File: config.mk
export PLATFORM = sky130hd
export DESIGN_NAME = eeprom_calib_lookup_interp
export DESIGN_NICKNAME = d
export VERILOG_FILES = /design/src/eeprom_calib_pkg.sv /design/src/eeprom_calib_lookup_interp.sv
export SDC_FILE = /design/constraint.sdc
export NUM_CORES = 2
export LEC_CHECK = 0
export ABC_AREA = 0
export BUFFER_PORTS_ARGS = -buffer_cell sky130_fd_sc_hd__buf_2
export CAP_MARGIN = 20
export CORE_UTILIZATION = 55
export DETAILED_ROUTE_END_ITERATION = 7
export GPL_ROUTABILITY_DRIVEN = 0
export GPL_TIMING_DRIVEN = 1
export PLACE_DENSITY = 0.76
export RECOVER_POWER = 50
export SYNTH_ARGS = -nofsm -noshare
export SYNTH_HDL_FRONTEND = slang
export SYNTH_SLANG_ARGS = --single-unit
File: constraint.sdc
create_clock -name clk_sys_i -period 15 [get_ports clk_sys_i]
set_input_delay 1.5 -clock clk_sys_i [delete_from_list [all_inputs] [get_ports clk_sys_i]]
set_output_delay 1.5 -clock clk_sys_i [all_outputs]
set_load 0.05 [all_outputs]
File: src/eeprom_calib_pkg.sv
// Constants and carriers for the calibration loader and interpolation engine.
// Assumes one 200 MHz system clock; the memory link is sampled from it.
package eeprom_calib_pkg;

  // Setup section layout, in 16-bit word indices
  localparam int unsigned SETUP_BYTES = 16;
  localparam logic [6:0] W_MARKER = 7'h00;
  localparam logic [6:0] W_USER_A = 7'h01;
  localparam logic [6:0] W_USER_B = 7'h02;
  localparam logic [6:0] W_CFG3 = 7'h03;
  localparam logic [6:0] W_CFG4 = 7'h04;
  localparam logic [6:0] W_CFG5 = 7'h05;
  localparam logic [6:0] W_CFG6 = 7'h06;
  localparam logic [6:0] W_SETUP_CS = 7'h07;

  // Table entry slots: index, zero word, gain word
  localparam logic [1:0] SLOT_INDEX = 2'h0;
  localparam logic [1:0] SLOT_ZERO = 2'h1;
  localparam logic [1:0] SLOT_GAIN = 2'h2;

  localparam logic [15:0] TABLE_END_INDEX = 16'h7fff;
  localparam logic [15:0] CHECKSUM_TARGET = 16'hffff;
  localparam int unsigned SLOPE_FRAC_BITS = 8;
  localparam int unsigned MAX_TABLE_INDICES = 17;

  // Temperature converter control: bit that selects unsigned index format
  localparam int unsigned CFG6_UNSIGNED_BIT = 0;

  // Reset values
  localparam logic [15:0] CFG_RESET = 16'h0000;
  localparam logic [15:0] DAC_RESET = 16'h0000;

  typedef struct packed {
    logic [15:0] ref_lin;
    logic [15:0] coarse_gain;
    logic [15:0] fe_limits;
    logic [15:0] temp_ctrl;
  } cfg_regs_s;

  typedef struct packed {
    logic marker_bad;
    logic setup_cs_bad;
    logic table_cs_bad;
    logic table_overrun;
  } load_err_s;

  typedef enum logic [1:0] {
    PH_IDLE,
    PH_SETUP,
    PH_TABLE,
    PH_DONE
  } phase_e;

endpackage

File: src/eeprom_calib_lookup_interp.sv
// Calibration loader: reads the serial memory after each idle conversion, or the last one during a pass, and interpolates the DACs.
// Assumes the memory streams bytes from address 0, MSB first, on each rising link clock edge
// while the read request is high.
//
// Functional notes
// - First 16 bytes form the setup section
// - Spare words summed but never loaded
// - Words 3..6 load configuration registers 3..6
// - Setup words plus checksum must sum FFFF
// - First entry gives start index, zero, gain
// - At most 17 indices before the terminator
// - Table words plus checksum must sum FFFF
// - Index 7FFF ends table; gain word checksum
// - Reading at/below first index uses start values
// - Slopes signed, scaled by 256, removed
// - Each idle conversion, or the last one during a pass, starts a memory read from address 0
// - Accumulators start at start zero/gain values
// - Passed entries add slope times index step
// - First higher index adds partial step, done
// - Keep reading to table end after found
// - Zero setting interpolated alongside gain
// - Index compare follows converter format bit
`timescale 1ns/1ps
module eeprom_calib_lookup_interp
  import eeprom_calib_pkg::*;
#(
  parameter logic [15:0] MARKER_WORD = 16'ha5c3, // Arbitrary programmed-marker value
  parameter int unsigned MAX_INDICES = MAX_TABLE_INDICES
) (
  input wire logic clk_sys_i,
  input wire logic rst_b_i,
  input wire logic ce_i,
  input wire logic conv_done_i,
  input wire logic [15:0] conv_result_i,
  input wire logic link_clk_i,
  input wire logic link_data_i,
  output logic rd_req_o,
  output cfg_regs_s cfg_o,
  output logic [15:0] zero_dac_o,
  output logic [15:0] gain_dac_o,
  output load_err_s load_err_o,
  output logic error_o,
  output logic busy_o,
  output logic update_o
);

  if (MAX_INDICES < 1 || MAX_INDICES > 31) begin : g_param_check
    $error("MAX_INDICES out of range");
  end

  phase_e state_reg, state_next;
  logic lclk_s1_reg, lclk_s2_reg, lclk_s3_reg, ldat_s1_reg, ldat_s2_reg;
  logic [2:0] bit_cnt_reg;
  logic [7:0] byte_shift_reg, byte_next, high_byte_reg;
  logic odd_byte_reg, bit_tick, byte_done;
  logic word_vld_reg;
  logic [15:0] word_reg, sum_reg, sum_next;
  logic [6:0] word_cnt_reg;
  logic [1:0] slot_reg;
  logic [4:0] entry_cnt_reg;
  logic pend_reg, start;
  logic [15:0] pend_result_reg, reading_reg;
  cfg_regs_s cfg_shadow_reg, cfg_reg;
  logic [15:0] idx_reg, zslope_reg, prev_idx_reg, zero_dac_reg, gain_dac_reg;
  logic found_reg, is_unsigned, idx_above, setup_end, setup_ok, term_end, overrun;
  logic signed [16:0] diff;
  logic signed [32:0] zprod, gprod;
  logic signed [39:0] zacc_reg, gacc_reg;
  load_err_s err_pass_reg, err_reg;
  logic rd_req_reg, busy_reg, update_reg, error_reg, marker_seen_reg;

  // Link synchronisers and edge detect
  always_ff @(posedge clk_sys_i) begin
    if (!rst_b_i) begin
      lclk_s1_reg <= 1'b0;
      lclk_s2_reg <= 1'b0;
      lclk_s3_reg <= 1'b0;
      ldat_s1_reg <= 1'b0;
      ldat_s2_reg <= 1'b0;
    end else if (ce_i) begin
      lclk_s1_reg <= link_clk_i;
      lclk_s2_reg <= lclk_s1_reg;
      lclk_s3_reg <= lclk_s2_reg;
      ldat_s1_reg <= link_data_i;
      ldat_s2_reg <= ldat_s1_reg;
    end
  end
  assign bit_tick = ce_i && rd_req_reg && lclk_s2_reg && !lclk_s3_reg;
  assign byte_next = {byte_shift_reg[6:0], ldat_s2_reg};
  assign byte_done = bit_tick && (bit_cnt_reg == 3'd7);
  // Byte and word assembly
  always_ff @(posedge clk_sys_i) begin
    if (!rst_b_i) begin
      bit_cnt_reg <= 3'd0;
      byte_shift_reg <= 8'h00;
      high_byte_reg <= 8'h00;
      odd_byte_reg <= 1'b0;
      word_vld_reg <= 1'b0;
      word_reg <= 16'h0000;
    end else if (ce_i) begin
      word_vld_reg <= 1'b0;
      if (state_reg == PH_IDLE) begin
        bit_cnt_reg <= 3'd0;
        odd_byte_reg <= 1'b0;
      end else if (bit_tick) begin
        bit_cnt_reg <= bit_cnt_reg + 3'd1;
        byte_shift_reg <= byte_next;
        if (byte_done) begin
          odd_byte_reg <= !odd_byte_reg;
          if (!odd_byte_reg) begin
            high_byte_reg <= byte_next;
          end else begin
            word_vld_reg <= 1'b1;
            word_reg <= {high_byte_reg, byte_next};
          end
        end
      end
    end
  end

  // Comparison format and step arithmetic
  assign is_unsigned = cfg_shadow_reg.temp_ctrl[CFG6_UNSIGNED_BIT];
  always_comb begin
    logic [15:0] hi;
    hi = 16'h0000;
    if (is_unsigned) begin
      idx_above = (idx_reg > reading_reg);
    end else begin
      idx_above = ($signed(idx_reg) > $signed(reading_reg));
    end
    hi = idx_above ? reading_reg : idx_reg;
    if (is_unsigned) begin
      diff = $signed({1'b0, hi}) - $signed({1'b0, prev_idx_reg});
    end else begin
      diff = $signed({hi[15], hi}) - $signed({prev_idx_reg[15], prev_idx_reg});
    end
  end
  assign zprod = $signed(zslope_reg) * diff;
  assign gprod = $signed(word_reg) * diff;

  assign sum_next = sum_reg + word_reg;
  assign setup_end = word_vld_reg && (state_reg == PH_SETUP) && (word_cnt_reg == W_SETUP_CS);
  assign setup_ok = marker_seen_reg && (sum_next == CHECKSUM_TARGET);
  assign term_end = word_vld_reg && (state_reg == PH_TABLE) && (slot_reg == SLOT_GAIN) &&
                    (idx_reg == TABLE_END_INDEX);
  assign overrun = word_vld_reg && (state_reg == PH_TABLE) && (slot_reg == SLOT_GAIN) &&
                   (idx_reg != TABLE_END_INDEX) && (entry_cnt_reg == 5'(MAX_INDICES));

  assign start = (conv_done_i || pend_reg) && (state_reg == PH_IDLE);
  always_comb begin
    state_next = state_reg;
    case (state_reg)
      PH_IDLE: begin
        if (start) state_next = PH_SETUP;
      end
      PH_SETUP: begin
        if (setup_end) state_next = setup_ok ? PH_TABLE : PH_DONE;
      end
      PH_TABLE: begin
        if (term_end || overrun) state_next = PH_DONE;
      end
      default: begin
        state_next = PH_IDLE;
      end
    endcase
  end

  always_ff @(posedge clk_sys_i) begin
    if (!rst_b_i) begin
      state_reg <= PH_IDLE;
      rd_req_reg <= 1'b0;
      busy_reg <= 1'b0;
    end else if (ce_i) begin
      state_reg <= state_next;
      rd_req_reg <= (state_next == PH_SETUP) || (state_next == PH_TABLE);
      busy_reg <= (state_next != PH_IDLE);
    end
  end

  // Conversion capture; a conversion during a pass waits for the next one
  always_ff @(posedge clk_sys_i) begin
    if (!rst_b_i) begin
      pend_reg <= 1'b0;
      pend_result_reg <= 16'h0000;
      reading_reg <= 16'h0000;
    end else if (ce_i) begin
      if (start) begin
        reading_reg <= conv_done_i ? conv_result_i : pend_result_reg;
        pend_reg <= 1'b0;
      end else if (conv_done_i) begin
        pend_reg <= 1'b1;
        pend_result_reg <= conv_result_i;
      end
    end
  end

  // Word counting, checksum sums and setup shadow
  always_ff @(posedge clk_sys_i) begin
    if (!rst_b_i) begin
      word_cnt_reg <= 7'd0;
      sum_reg <= 16'h0000;
      marker_seen_reg <= 1'b0;
      cfg_shadow_reg <= '{CFG_RESET, CFG_RESET, CFG_RESET, CFG_RESET};
    end else if (ce_i) begin
      if (state_reg == PH_IDLE) begin
        word_cnt_reg <= 7'd0;
        sum_reg <= 16'h0000;
        marker_seen_reg <= 1'b0;
      end else if (word_vld_reg) begin
        word_cnt_reg <= word_cnt_reg + 7'd1;
        sum_reg <= setup_end ? 16'h0000 : sum_next;
        if (state_reg == PH_SETUP) begin
          if (word_cnt_reg == W_MARKER) marker_seen_reg <= (word_reg == MARKER_WORD);
          if (word_cnt_reg == W_CFG3) cfg_shadow_reg.ref_lin <= word_reg;
          if (word_cnt_reg == W_CFG4) cfg_shadow_reg.coarse_gain <= word_reg;
          if (word_cnt_reg == W_CFG5) cfg_shadow_reg.fe_limits <= word_reg;
          if (word_cnt_reg == W_CFG6) cfg_shadow_reg.temp_ctrl <= word_reg;
        end
      end
    end
  end

  // Table walk and accumulators
  always_ff @(posedge clk_sys_i) begin
    if (!rst_b_i) begin
      slot_reg <= SLOT_INDEX;
      entry_cnt_reg <= 5'd0;
      idx_reg <= 16'h0000;
      zslope_reg <= 16'h0000;
      prev_idx_reg <= 16'h0000;
      found_reg <= 1'b0;
      zacc_reg <= 40'sd0;
      gacc_reg <= 40'sd0;
    end else if (ce_i) begin
      if (state_reg != PH_TABLE) begin
        slot_reg <= SLOT_INDEX;
        entry_cnt_reg <= 5'd0;
        found_reg <= 1'b0;
      end else if (word_vld_reg) begin
        case (slot_reg)
          SLOT_INDEX: begin
            idx_reg <= word_reg;
            slot_reg <= SLOT_ZERO;
          end
          SLOT_ZERO: begin
            zslope_reg <= word_reg;
            slot_reg <= SLOT_GAIN;
          end
          default: begin
            slot_reg <= SLOT_INDEX;
            if (idx_reg != TABLE_END_INDEX) begin
              entry_cnt_reg <= entry_cnt_reg + 5'd1;
              prev_idx_reg <= idx_reg;
              if (entry_cnt_reg == 5'd0) begin
                zacc_reg <= $signed({16'h0000, zslope_reg, 8'h00});
                gacc_reg <= $signed({16'h0000, word_reg, 8'h00});
                found_reg <= idx_above || (idx_reg == reading_reg);
              end else if (!found_reg) begin
                zacc_reg <= zacc_reg + 40'(zprod);
                gacc_reg <= gacc_reg + 40'(gprod);
                found_reg <= idx_above;
              end
            end
          end
        endcase
      end
    end
  end

  // Scale removal with clamp to the DAC range
  function automatic logic [15:0] dac_of(input logic signed [39:0] acc);
    if (acc < 0) begin
      return 16'h0000;
    end else if (|acc[39:24]) begin
      return 16'hffff;
    end else begin
      return acc[23:8];
    end
  endfunction

  // Commit results and errors
  always_ff @(posedge clk_sys_i) begin
    if (!rst_b_i) begin
      cfg_reg <= '{CFG_RESET, CFG_RESET, CFG_RESET, CFG_RESET};
      zero_dac_reg <= DAC_RESET;
      gain_dac_reg <= DAC_RESET;
      err_pass_reg <= '0;
      err_reg <= '0;
      error_reg <= 1'b0;
      update_reg <= 1'b0;
    end else if (ce_i) begin
      update_reg <= 1'b0;
      if (start) err_pass_reg <= '0;
      if (setup_end) begin
        if (setup_ok) cfg_reg <= cfg_shadow_reg;
        err_pass_reg.marker_bad <= !marker_seen_reg;
        err_pass_reg.setup_cs_bad <= (sum_next != CHECKSUM_TARGET);
      end
      if (term_end) begin
        if (sum_next == CHECKSUM_TARGET) begin
          zero_dac_reg <= dac_of(zacc_reg);
          gain_dac_reg <= dac_of(gacc_reg);
          update_reg <= 1'b1;
        end else begin
          err_pass_reg.table_cs_bad <= 1'b1;
        end
      end
      if (overrun) err_pass_reg.table_overrun <= 1'b1;
      if (state_reg == PH_DONE) begin
        err_reg <= err_pass_reg;
        error_reg <= |err_pass_reg;
      end
    end
  end

  assign rd_req_o = rd_req_reg;
  assign cfg_o = cfg_reg;
  assign zero_dac_o = zero_dac_reg;
  assign gain_dac_o = gain_dac_reg;
  assign load_err_o = err_reg;
  assign error_o = error_reg;
  assign busy_o = busy_reg;
  assign update_o = update_reg;
endmodule // eeprom_calib_lookup_interp

==> flow_metrics.tcl <==
set metrics [dict create \
    status "finished, violations left" \
    violations "capacitance limit, slew limit" \
    clock_latency_ns 0.60 \
    cts_resized 0 \
    synth-compound-area-share_pct 7.43 \
    clkSinkCount 408 \
    port_buffers 125 \
    synth-main-ff-cell "dfxtp_1" \
    clockRootBuffer "clkbuf_16" \
    ant_nets 0 \
    seq_area_frac_synth_pct 18.9 \
    multi_input_area_sq_mm 0.0310 \
    fmax_ghz 0.0853 \
    setup_viol 0 \
    rsz0062_at_grt "no" \
    peakVddDrop_v 0.0000736 \
    hold_viol 0 \
    p_leak_nw 22.3 \
    cts_tree "built" \
    total_power_mw 2.61 \
    max_stage_delay_ns 0.90 \
    synth-edff-count 0 \
    die_w_um 282 \
    fin_tns_setup_ns 0 \
    path_max_fanout 32 \
    synth_mux_area_share_pct 5.82 \
    final_nets 5793 \
    die_h_um 282 \
    min_period_ns 11.72 \
    drtPass1Iterations 5 \
    dieArea_sq_mm 0.0796 \
    synth_top_family_by_area "adder cells" \
    p_int_mw 1.85 \
    area_delta_synth_final_pct 6.79 \
    clkPwrFrac_pct 46.0 \
    syn_avg_cell_area_sq_um 8.94 \
    clk_path_buf_depth 3 \
    maxSlewHeadroom_pct -189 \
    rows 102 \
    register_area_sq_mm 0.00817 \
    finalCritPeriodShare_pct 78.1 \
    ys.warnings.count 0 \
    drv_cap 7 \
    ys_async_sr_fraction_pct 0 \
    io_pins 126 \
    initial_core_util_pct 55.7 \
    track_usage_pct 27.7 \
    hp-class "reg2reg" \
    grt_pass1_vias 33700 \
    slowest_stage "fa_1" \
    routed_wl_um 106000 \
    synth_xor_area_share_pct 2.37 \
    via_per_inst 5.56 \
    grt-ovfl-total 0 \
    grt_pass1_wl_um 175000 \
    ys_ff_latch 408 \
    swShare_pct 29.1 \
    crit_required_ns 15.50 \
    grt_start_max_net_pins 93 \
    finClkSkew_ns 0.0217 \
    comb_power_share_pct 12.1 \
    switching_power_mw 0.761 \
    cts_buffers 47 \
    synth.distinct_cells 74 \
    powerDensity_mw_per_mm2 56.6 \
    cp-end-kind "flip-flop" \
    path_class "reg2reg" \
    antenna_found_initial 0 \
    synthesis.area_sq_mm 0.0432 \
    synth-simple-area-share_pct 15.6 \
    power_frac_seq_pct 41.9 \
    synth_fp_nets 5822 \
    crit_buf_inv 6 \
    vias 32700 \
    ctsHtreeMaxLevel 2 \
    coreArea_sq_mm 0.0776 \
    worst_pin_slew_ns 4.33 \
    syn_inst 4829 \
    drc 0 \
    nFillCells 6766 \
    drive_gt1_share_pct 4.22 \
    rrSetupSlack_ns 3.28 \
    path_common_cell "fa_1" \
    first_iter_violations 2234 \
    cts_setup_buffers 0 \
    path_clk_slew_ns 0.07 \
    synth-adder-area-share_pct 40.0 \
    drv_slew 466 \
    critical_path.top_delay_family "adder cells" \
    dp_hpwl_um 77300 \
    start_kind "flip-flop" \
    avgRoutedWirePerCell_um 18.1 \
    cts-hold-fix-buffers 0 \
    crit_arrival_ns 12.22 \
]
==> routing by layer <==
metal  global-route usage (%)  routed length [um]  share of wire, %
met5                        0                   0                 0
met4                     10.1                4140               3.9
met3                     3.58                7470               7.0
met2                     47.3               51300                48
met1                     36.0               43500                41
==> final cells by class <==
type,instances,area share (%)
Inverter,859,6.99
Sequential cell,408,17.7
Clock buffer,57,2.68
Timing Repair Buffer,179,1.92
Tap cell,1040,2.82
Antenna cell,1,0.00543
Multi-Input combinational cell,3305,67.1
Clock inverter,25,0.738
==> path summary, 6_finish.rpt <==
check	cells after the start	end	startpoint
worst min-delay path	2	pend_result_reg[6]	pend_result_reg[6]
worst max-delay path	41	gacc_reg[39]	reading_reg[1]
worst min register to register	2	pend_result_reg[6]	pend_result_reg[6]
worst max register to register	41	gacc_reg[39]	reading_reg[1]
==> per-stage QoR <==
step / setup slack (ns) / hold WS, ns / instances / cell area, sq um / utilization, %
final: 3.28 / 0.454 / 5874 / 46100 / 59.4
after global routing: 2.28 / 0.470 / 5873 / 46100 / 59.4
after CTS: 3.36 / 0.453 / 5872 / 46300 / 59.6
after detailed placement: 3.40 / 0.445 / 5790 / 44700 / 57.6
after global placement: 3.77 / 0.439 / 5790 / 44700 / 57.6
after floorplan: 4.44 / 0.431 / 4829 / 43200 / -
==> logic make-up after synthesis <==
logic type                 after synthesis
buffers and inverters                 1116
adders and majority gates              971
muxes                                  249
AOI/OAI and AO/OA                      500
DFF                                    408
xor gates and xnor gates               113
and+or+nand+nor                       1472
==> power groups by stage <==
stage          Sequential, mW  Combinational, mW  Clock (mW)
2_1_floorplan            1.12              0.173           0
3_3_place_gp             1.12              0.303           0
3_5_place_dp             1.12              0.306           0
4_1_cts                  1.10              0.308        1.22
5_1_grt                  1.10              0.331        1.26
6_report                 1.10              0.316        1.20
==> worst reg2reg max path: cells and delay by family, from the launching register on <==
kind                       cells  cell delay (ns)
DFF                            1             0.35
and+or+nand+nor                7             1.53
xor gates and xnor gates       1             0.23
adders and majority gates     10             4.72
AOI/OAI and AO/OA             16             3.82
buffers and inverters          6             0.71
muxes                          1             0.27
==> synthesized netlist by cell type (41+ instances only) <==
master    instances  area (sq um)
a211oi_1         41           308
a21o_1           46           345
a21oi_1         181           906
and2_1          233          1460
clkbuf_1        230           863
dfxtp_1         408          8170
fa_1            684         13700
ha_1            287          3590
inv_1           859          3220
mux2i_1         234          2340
nand2_1         643          2410
nand3_1          51           255
nor2_1          328          1230
o21ai_0          74           370
or3_1            43           269
xnor2_1          74           648
==> cell usage in the layout (no fill, tap or decap), types with 47 or more instances in the layout <==
master     netlist  routed
dfxtp_1        408     408
clkbuf_16        0      47
nand2_1        643     642
nand3_1         51      51
buf_4            6      48
inv_1          859     858
and2_1         233     233
nor2_1         328     325
fa_1           684     684
clkbuf_1       230     119
o21ai_0         74      73
xnor2_1         74      65
a21oi_1        181     180
ha_1           287     287
mux2i_1        234     234
Note: power is estimated with default switching activity, not from simulation.
